[src/hdl/ata_cmd_pkg.sv]
// How it works
// - Start wear-leveling when max erase count exceeds average by 255 or more.
// - SMART enable: opcode B0h, features D8h, Lba_bits_mid 4Fh.
// - SMART disable: opcode B0h, features D9h, Lba_bits_high C2h.
// - After SMART enable, SMART capabilities stay on until disabled.
// - SMART disable needs SMART on and ready; it turns SMART off.
// - Transfer count 00h means 256 sectors.
// - LBA is low, mid, high bytes plus device low nibble, 28 bits.
// - READ MULTIPLE C4h returns exactly the requested sector count.
// - READ MULTIPLE groups sectors into blocks of the configured block size.
// - READ SECTORS 20h transfers 1 to 256 sectors.
// - Read starts at the sector given by the LBA registers.
// - Data request rises before every block, even with an error.
// - One host interrupt for every data block.
// - Unrecoverable error ends the read; LBA registers get failing sector.
// - Missing address sets the address-not-found error bit.
// - Host selects device by select bit; device echoes it back.
// - SMART read: B0h with D0h, one PIO data-in block.
`default_nettype none

package ata_cmd_pkg;
    // Task file addresses
    localparam logic [2:0] ADDR_FEAT_ERR   = 3'h1;
    localparam logic [2:0] ADDR_COUNT      = 3'h2;
    localparam logic [2:0] ADDR_LBA_BITS_LOW    = 3'h3;
    localparam logic [2:0] ADDR_LBA_BITS_MID    = 3'h4;
    localparam logic [2:0] ADDR_LBA_BITS_HIGH   = 3'h5;
    localparam logic [2:0] ADDR_DRIVE      = 3'h6;
    localparam logic [2:0] ADDR_CMD_STATUS = 3'h7;
    // Opcodes and features
    localparam logic [7:0] OP_READ_SECTORS  = 8'h20;
    localparam logic [7:0] OP_READ_MULTIPLE = 8'hc4;
    localparam logic [7:0] OP_SMART         = 8'hb0;
    localparam logic [7:0] FEAT_SMART_READ  = 8'hd0;
    localparam logic [7:0] FEAT_SMART_EN    = 8'hd8;
    localparam logic [7:0] FEAT_SMART_DIS   = 8'hd9;
    localparam logic [7:0] SIG_MID          = 8'h4f;
    localparam logic [7:0] SIG_HIGH         = 8'hc2;
    // Status and error bit positions
    localparam int STS_BSY  = 7;
    localparam int STS_DRDY = 6;
    localparam int STS_DF   = 5;
    localparam int STS_DRQ  = 3;
    localparam int STS_ERR  = 0;
    localparam int ERR_UNC  = 6;
    localparam int ERR_IDNF = 4;
    localparam int ERR_ABRT = 2;
    localparam int DEV_SEL  = 4;
    // Counts
    localparam logic [8:0]  SECTORS_MAX = 9'd256;
    localparam logic [16:0] WEAR_GAP    = 17'd255;
    localparam logic [7:0]  RESET_BYTE  = 8'h00;
endpackage : ata_cmd_pkg

`default_nettype wire

[src/hdl/wear_trigger.sv]
`default_nettype none

module wear_trigger
    import ata_cmd_pkg::*;
(
    // Clock and reset
    input  wire logic        clk,
    input  wire logic        rst,
    // Erase statistics
    input  wire logic [15:0] maxErase,
    input  wire logic [15:0] avgErase,
    // Trigger
    output logic             wearStart
);
    logic overGap;
    logic overGapFf;

    assign overGap = {1'b0, maxErase} >= ({1'b0, avgErase} + WEAR_GAP);

    always_ff @(posedge clk) begin
        if (rst) begin
            overGapFf <= 1'b0;
            wearStart <= 1'b0;
        end else begin
            overGapFf <= overGap;
            wearStart <= overGap && !overGapFf;
        end
    end
endmodule : wear_trigger

`default_nettype wire

[src/hdl/ata_cmd_engine.sv]
`default_nettype none

module ata_cmd_engine
    import ata_cmd_pkg::*;
(
    // Clock and reset
    input  wire logic        clk,
    input  wire logic        rst,
    // Task file port
    input  wire logic        tfWrEn,
    input  wire logic [2:0]  tfAddr,
    input  wire logic [7:0]  tfWrData,
    output logic      [7:0]  tfRdData,
    // Device setup
    input  wire logic        ownDev,
    input  wire logic [7:0]  blockSectors,
    // Media side
    output logic             mediaReq,
    output logic      [27:0] mediaLba,
    output logic             mediaSmart,
    input  wire logic        mediaDone,
    input  wire logic        mediaUnc,
    input  wire logic        mediaIdnf,
    // Host data handshake
    output logic             drq,
    output logic             intrq,
    input  wire logic        hostBlockAck,
    // Wear and SMART state
    input  wire logic [15:0] maxErase,
    input  wire logic [15:0] avgErase,
    output logic             wearStart,
    output logic             smartOn
);
    typedef enum logic [1:0] {ST_IDLE, ST_FETCH, ST_WAIT, ST_XFER} state_e;

    state_e      state_ff;
    logic [7:0]  featFf;
    logic [7:0]  countFf;
    logic [7:0]  lbaLowFf;
    logic [7:0]  lbaMidFf;
    logic [7:0]  lbaHighFf;
    logic [7:0]  driveFf;
    logic [7:0]  errFf;
    logic        busyFf;
    logic        errStsFf;
    logic        termFf;
    logic [27:0] curLbaFf;
    logic [8:0]  remainFf;
    logic [7:0]  inBlkFf;
    logic [7:0]  blkSizeFf;
    logic        cmdWr;
    logic        cmdGo;
    logic        sigOk;
    logic        mediaBad;
    logic [7:0]  nxt_inBlk;
    logic [7:0]  statusByte;

    // Command acceptance
    assign cmdWr    = tfWrEn && (tfAddr == ADDR_CMD_STATUS);
    assign cmdGo    = cmdWr && !busyFf && !drq && (driveFf[DEV_SEL] == ownDev);
    assign sigOk    = (lbaMidFf == SIG_MID) && (lbaHighFf == SIG_HIGH);
    assign mediaBad = mediaUnc || mediaIdnf;
    assign nxt_inBlk = inBlkFf + 8'h01;
    assign mediaLba = curLbaFf;

    // Status byte layout
    always_comb begin
        statusByte = 8'h00;
        statusByte[STS_BSY]  = busyFf;
        statusByte[STS_DRDY] = !busyFf;
        statusByte[STS_DF]   = 1'b0;
        statusByte[STS_DRQ]  = drq;
        statusByte[STS_ERR]  = errStsFf;
    end

    // Task file registers
    always_ff @(posedge clk) begin
        if (rst) begin
            featFf    <= RESET_BYTE;
            countFf   <= RESET_BYTE;
            lbaLowFf  <= RESET_BYTE;
            lbaMidFf  <= RESET_BYTE;
            lbaHighFf <= RESET_BYTE;
            driveFf   <= RESET_BYTE;
        end else if (state_ff == ST_WAIT && mediaDone && mediaBad) begin
            lbaLowFf      <= curLbaFf[7:0];
            lbaMidFf      <= curLbaFf[15:8];
            lbaHighFf     <= curLbaFf[23:16];
            driveFf[3:0]  <= curLbaFf[27:24];
        end else if (tfWrEn && !busyFf) begin
            unique case (tfAddr)
                ADDR_FEAT_ERR: featFf    <= tfWrData;
                ADDR_COUNT:    countFf   <= tfWrData;
                ADDR_LBA_BITS_LOW:  lbaLowFf  <= tfWrData;
                ADDR_LBA_BITS_MID:  lbaMidFf  <= tfWrData;
                ADDR_LBA_BITS_HIGH: lbaHighFf <= tfWrData;
                ADDR_DRIVE:    driveFf   <= tfWrData;
                default:       featFf    <= featFf;
            endcase
        end
    end

    // Task file read back
    always_ff @(posedge clk) begin
        if (rst) begin
            tfRdData <= RESET_BYTE;
        end else begin
            unique case (tfAddr)
                ADDR_FEAT_ERR:   tfRdData <= errFf;
                ADDR_COUNT:      tfRdData <= countFf;
                ADDR_LBA_BITS_LOW:    tfRdData <= lbaLowFf;
                ADDR_LBA_BITS_MID:    tfRdData <= lbaMidFf;
                ADDR_LBA_BITS_HIGH:   tfRdData <= lbaHighFf;
                ADDR_DRIVE:      tfRdData <= driveFf;
                ADDR_CMD_STATUS: tfRdData <= statusByte;
                default:         tfRdData <= RESET_BYTE;
            endcase
        end
    end

    // SMART enable state
    always_ff @(posedge clk) begin
        if (rst) begin
            smartOn <= 1'b0;
        end else if (cmdGo && tfWrData == OP_SMART && sigOk) begin
            if (featFf == FEAT_SMART_EN) begin
                smartOn <= 1'b1;
            end else if (featFf == FEAT_SMART_DIS && smartOn) begin
                smartOn <= 1'b0;
            end
        end
    end

    // Command sequencer
    always_ff @(posedge clk) begin
        if (rst) begin
            state_ff   <= ST_IDLE;
            busyFf     <= 1'b0;
            drq        <= 1'b0;
            intrq      <= 1'b0;
            errFf      <= RESET_BYTE;
            errStsFf   <= 1'b0;
            termFf     <= 1'b0;
            mediaReq   <= 1'b0;
            mediaSmart <= 1'b0;
            curLbaFf   <= 28'h0000000;
            remainFf   <= 9'h000;
            inBlkFf    <= 8'h00;
            blkSizeFf  <= 8'h01;
        end else begin
            intrq    <= 1'b0;
            mediaReq <= 1'b0;
            unique case (state_ff)
                ST_IDLE: begin
                    if (cmdGo) begin
                        errFf    <= RESET_BYTE;
                        errStsFf <= 1'b0;
                        termFf   <= 1'b0;
                        inBlkFf  <= 8'h00;
                        curLbaFf <= {driveFf[3:0], lbaHighFf, lbaMidFf, lbaLowFf};
                        remainFf <= (countFf == 8'h00) ? SECTORS_MAX : {1'b0, countFf};
                        mediaSmart <= 1'b0;
                        blkSizeFf  <= 8'h01;
                        unique case (tfWrData)
                            OP_READ_SECTORS: begin
                                busyFf   <= 1'b1;
                                state_ff <= ST_FETCH;
                            end
                            OP_READ_MULTIPLE: begin
                                busyFf    <= 1'b1;
                                blkSizeFf <= (blockSectors == 8'h00) ? 8'h01 : blockSectors;
                                state_ff  <= ST_FETCH;
                            end
                            OP_SMART: begin
                                if (sigOk && featFf == FEAT_SMART_READ && smartOn) begin
                                    busyFf     <= 1'b1;
                                    mediaSmart <= 1'b1;
                                    remainFf   <= 9'h001;
                                    state_ff   <= ST_FETCH;
                                end else if (sigOk && (featFf == FEAT_SMART_EN
                                        || (featFf == FEAT_SMART_DIS && smartOn))) begin
                                    errStsFf <= 1'b0;
                                end else begin
                                    errFf[ERR_ABRT] <= 1'b1;
                                    errStsFf        <= 1'b1;
                                end
                            end
                            default: begin
                                errFf[ERR_ABRT] <= 1'b1;
                                errStsFf        <= 1'b1;
                            end
                        endcase
                    end
                end
                ST_FETCH: begin
                    mediaReq <= 1'b1;
                    state_ff <= ST_WAIT;
                end
                ST_WAIT: begin
                    if (mediaDone) begin
                        if (mediaBad) begin
                            errFf[ERR_UNC]  <= mediaUnc;
                            errFf[ERR_IDNF] <= mediaIdnf;
                            errStsFf        <= 1'b1;
                            termFf          <= 1'b1;
                            busyFf          <= 1'b0;
                            drq             <= 1'b1;
                            intrq           <= 1'b1;
                            inBlkFf         <= 8'h00;
                            state_ff        <= ST_XFER;
                        end else begin
                            curLbaFf <= curLbaFf + 28'h0000001;
                            remainFf <= remainFf - 9'h001;
                            if (remainFf == 9'h001 || nxt_inBlk == blkSizeFf) begin
                                busyFf   <= 1'b0;
                                drq      <= 1'b1;
                                intrq    <= 1'b1;
                                inBlkFf  <= 8'h00;
                                state_ff <= ST_XFER;
                            end else begin
                                inBlkFf  <= nxt_inBlk;
                                state_ff <= ST_FETCH;
                            end
                        end
                    end
                end
                ST_XFER: begin
                    if (hostBlockAck) begin
                        drq <= 1'b0;
                        if (termFf || remainFf == 9'h000) begin
                            mediaSmart <= 1'b0;
                            state_ff   <= ST_IDLE;
                        end else begin
                            busyFf   <= 1'b1;
                            state_ff <= ST_FETCH;
                        end
                    end
                end
            endcase
        end
    end

    // Wear-leveling trigger
    wear_trigger wear_trigger_inst (
        .clk       (clk),
        .rst       (rst),
        .maxErase  (maxErase),
        .avgErase  (avgErase),
        .wearStart (wearStart)
    );
endmodule : ata_cmd_engine

`default_nettype wire

[config.mk]
export PLATFORM = sky130hd
export DESIGN_NAME = ata_cmd_engine
export DESIGN_NICKNAME = d
export VERILOG_FILES = /design/src/hdl/ata_cmd_pkg.sv /design/src/hdl/wear_trigger.sv /design/src/hdl/ata_cmd_engine.sv
export SDC_FILE = /design/constraint.sdc
export NUM_CORES = 1
export LEC_CHECK = 0
export BUFFER_PORTS_ARGS = -buffer_cell sky130_fd_sc_hd__buf_2
export CELL_PAD_IN_SITES_DETAIL_PLACEMENT = 1
export CELL_PAD_IN_SITES_GLOBAL_PLACEMENT = 1
export CORE_ASPECT_RATIO = 0.6
export CORE_UTILIZATION = 25
export CTS_CLUSTER_DIAMETER = 60
export CTS_CLUSTER_SIZE = 10
export DETAILED_ROUTE_END_ITERATION = 12
export PLACE_DENSITY = 0.65
export SYNTH_ARGS = -nofsm -noshare
export SYNTH_HDL_FRONTEND = slang
export SYNTH_SLANG_ARGS = --single-unit
[constraint.sdc]
create_clock -name clk -period 2.62 [get_ports clk]
set_input_delay 0.393 -clock clk [delete_from_list [all_inputs] [get_ports clk]]
set_output_delay 0.393 -clock clk [all_outputs]
set_load 0.01 [all_outputs]
==> results_dict.tcl <==
set metrics [dict create \
    worst_slack_ns 0.07729 \
    chipWidth_um 221.8 \
    antenna_found_initial 0 \
    cp-start-kind "input pin" \
    synth_edf_count 0 \
    syn_area_um2 7246 \
    p_sw_frac 0.2594 \
    cts_hold_buf 0 \
    cts_tree "yes" \
    hold_ws_ns 0.2335 \
    largest_reg_flops 28 \
    seqPwrFrac 0.424 \
    nNetsFinal 1108 \
    final_common_cell "dfxtp_1" \
    yosysSeqAreaShare 0.3426 \
    final_cell_mix "124 x dfxtp_1, 123 x nor2_1, 99 x buf_2" \
    drive_gt1_frac 0.2192 \
    synth_cells 903 \
    grt_pass1_wl_um 44170 \
    cp_slowest_cell "or3_4" \
    clockRootBuffer "clkbuf_16" \
    die-area_um2 29690 \
    cp.required_ns 2.95 \
    dpl.hpwl_um 21340 \
    clock_path_buffers 2 \
    via_per_inst 5.339 \
    cts_sinks 124 \
    cp_cell_sequence "buf_2 > or3_4 > nor3_4 > nand3_2 > o21ai_4 > nor2_1 > xnor2_1 > ha_1 > nand4_1 > o41ai_2 > a211oi_2 > nor4_2" \
    comb_power_share 0.104 \
    p_switching_uw 1195 \
    synth_seq_cells 124 \
    max-cap-violations 0 \
    cp.arrival_ns 2.88 \
    slowest_delay_ns 0.40 \
    synthesis.nets 983 \
    dp_slack_ns -0.3869 \
    num_rows 47 \
    synth_top_cell_area_share 0.3426 \
    clkTransAtPathRegs_ns 0.06 \
    cp-end-kind "flip-flop" \
    ir_worst_vdd_mv 0.3160 \
    grt_overflow_total 0 \
    synth.top_cells.by_area "dfxtp_1 34%, mux2i_1 7.3%, nor2_1 6.4%, a211oi_1 4.2%, nand2_1 4.0%" \
    drt_iter0_drc 675 \
    drc 0 \
    wirelength_um 28470 \
    max_freq_mhz 393.3 \
    fill_cells 3372 \
    grt_max_degree 111 \
    slew_violations 0 \
    powerDensity_nw_per_um2 505.8 \
    yosysWarnings 0 \
    port_buffers 100 \
    num_vias 7512 \
    synth.avg_cell_area_um2 8.024 \
    tightestPinTransition_ns 0.6919 \
    pwr-share-clk 0.472 \
    clock_skew_ns 0.01138 \
    htree_num_levels 4 \
    place_inst 1374 \
    grt_pass1_vias 7382 \
    firstDrtPassIters 5 \
    post_drt_wl_per_cell_um 20.23 \
    period_minus_slack_ns 2.543 \
    p_leak_uw 0.003676 \
    die_h_um 133.9 \
    maxSlewHeadroom 0.5387 \
    syn_to_final_growth_pct 25.69 \
    fin_cells 1407 \
    path_class "in -> reg" \
    num_antenna_cells 0 \
    yosys.area.top_type "dfxtp_1" \
    cts_buffers 17 \
    status "completed" \
    gr-usage-all-layers 0.1947 \
    hold_viol 0 \
    clk_latency_ns 0.43 \
    hold_class "in -> reg" \
    finalCritPeriodShare 0.9705 \
    cp_max_fo 4 \
    initial_core_util 0.2589 \
    synth.distinct_cells 68 \
    ios 101 \
    ant_nets 0 \
    gp_congestion 0.8534 \
    p_int_uw 3412 \
    setup_viol 0 \
    coreArea_um2 27990 \
    synth_ff_type "dfxtp_1" \
    async_reset_ff_frac 0 \
]
[area by class of cell]
class | count | area, um^2 | area share
Tap cell | 367 | 459.2 | 0.05042
Sequential cell | 124 | 2482 | 0.2726
Clock inverter | 7 | 40.04 | 0.004396
Inverter | 13 | 48.80 | 0.005358
Clock buffer | 24 | 491.7 | 0.05399
Multi-Input combinational cell | 704 | 4534 | 0.4979
Timing Repair Buffer | 168 | 1051 | 0.1154
[logic make-up after synthesis]
family	after synthesis	synth area share
AO/OA/AOI/OAI	229	0.2081
XOR/XNOR	28	0.03384
adder cells (fa/ha/maj)	22	0.03764
buffers and inverters	75	0.04092
flip-flops	124	0.3426
multiplexers	60	0.08565
AND/OR/NAND/NOR	365	0.2513
[synthesized netlist by cell type (18+ instances only)]
cell and n:
dfxtp_1 124, nor2_1 123, nand2_1 78, a21oi_1 58, mux2i_1 53, o21ai_0 51
clkbuf_1 50, a211oi_1 41, nand3_1 41, nor3_1 30, nand4_1 22, ha_1 21
xnor2_1 18
[power groups by stage]
stage	Clock [uW]	Combinational (uW)	Sequential, uW
6_report	2170	480	1950
5_1_grt	2300	524	1950
4_1_cts	2220	463	1950
3_5_place_dp	0	460	1990
3_3_place_gp	0	448	1990
2_1_floorplan	0	244	1980
[through the flow]
step	area, um^2	util	power [uW]	setup TNS (ns)
after floorplan	7254	-	2228	0
after global placement	8514	0.3042	2439	-0.6070
after detailed placement	8514	0.3042	2450	-0.7380
after CTS	9046	0.3232	4631	0
after global routing	9107	0.3254	4778	-0.05130
final	9107	0.3254	4607	0
[final timing paths]
check	start	endpoint	slack, ns	cells past startpoint
min	blockSectors[1]	blkSizeFf[1]	0.23	3
max reg2reg	inBlkFf[3]	busyFf	0.25	6
max	avgErase[4]	wear_trigger_inst.wearStart	0.08	12
min reg2reg	wear_trigger_inst.overGapFf	wear_trigger_inst.wearStart	0.42	1
[layer usage]
layer	vias to the layer above	GRT usage	wire, um
li1	3571	-	-
met1	3731	0.2915	14920
met2	193	0.2683	11540
met3	17	0.05783	1760
met4	0	0.04205	252
met5	-	0	0
[critical path: cells and delay by family]
kind,cells,cell delay [ns]
buf+inv,1,0.10
compound gates,3,0.68
fa+ha+maj,1,0.30
simple gates,6,1.27
xor+xnor,1,0.13
[repair_timing]
item	in CTS	in global routing
setup buffers	0	2
resized for setup	0	8
endpoints found under the setup margin	0	2
Power figures use the tool's default switching activity.
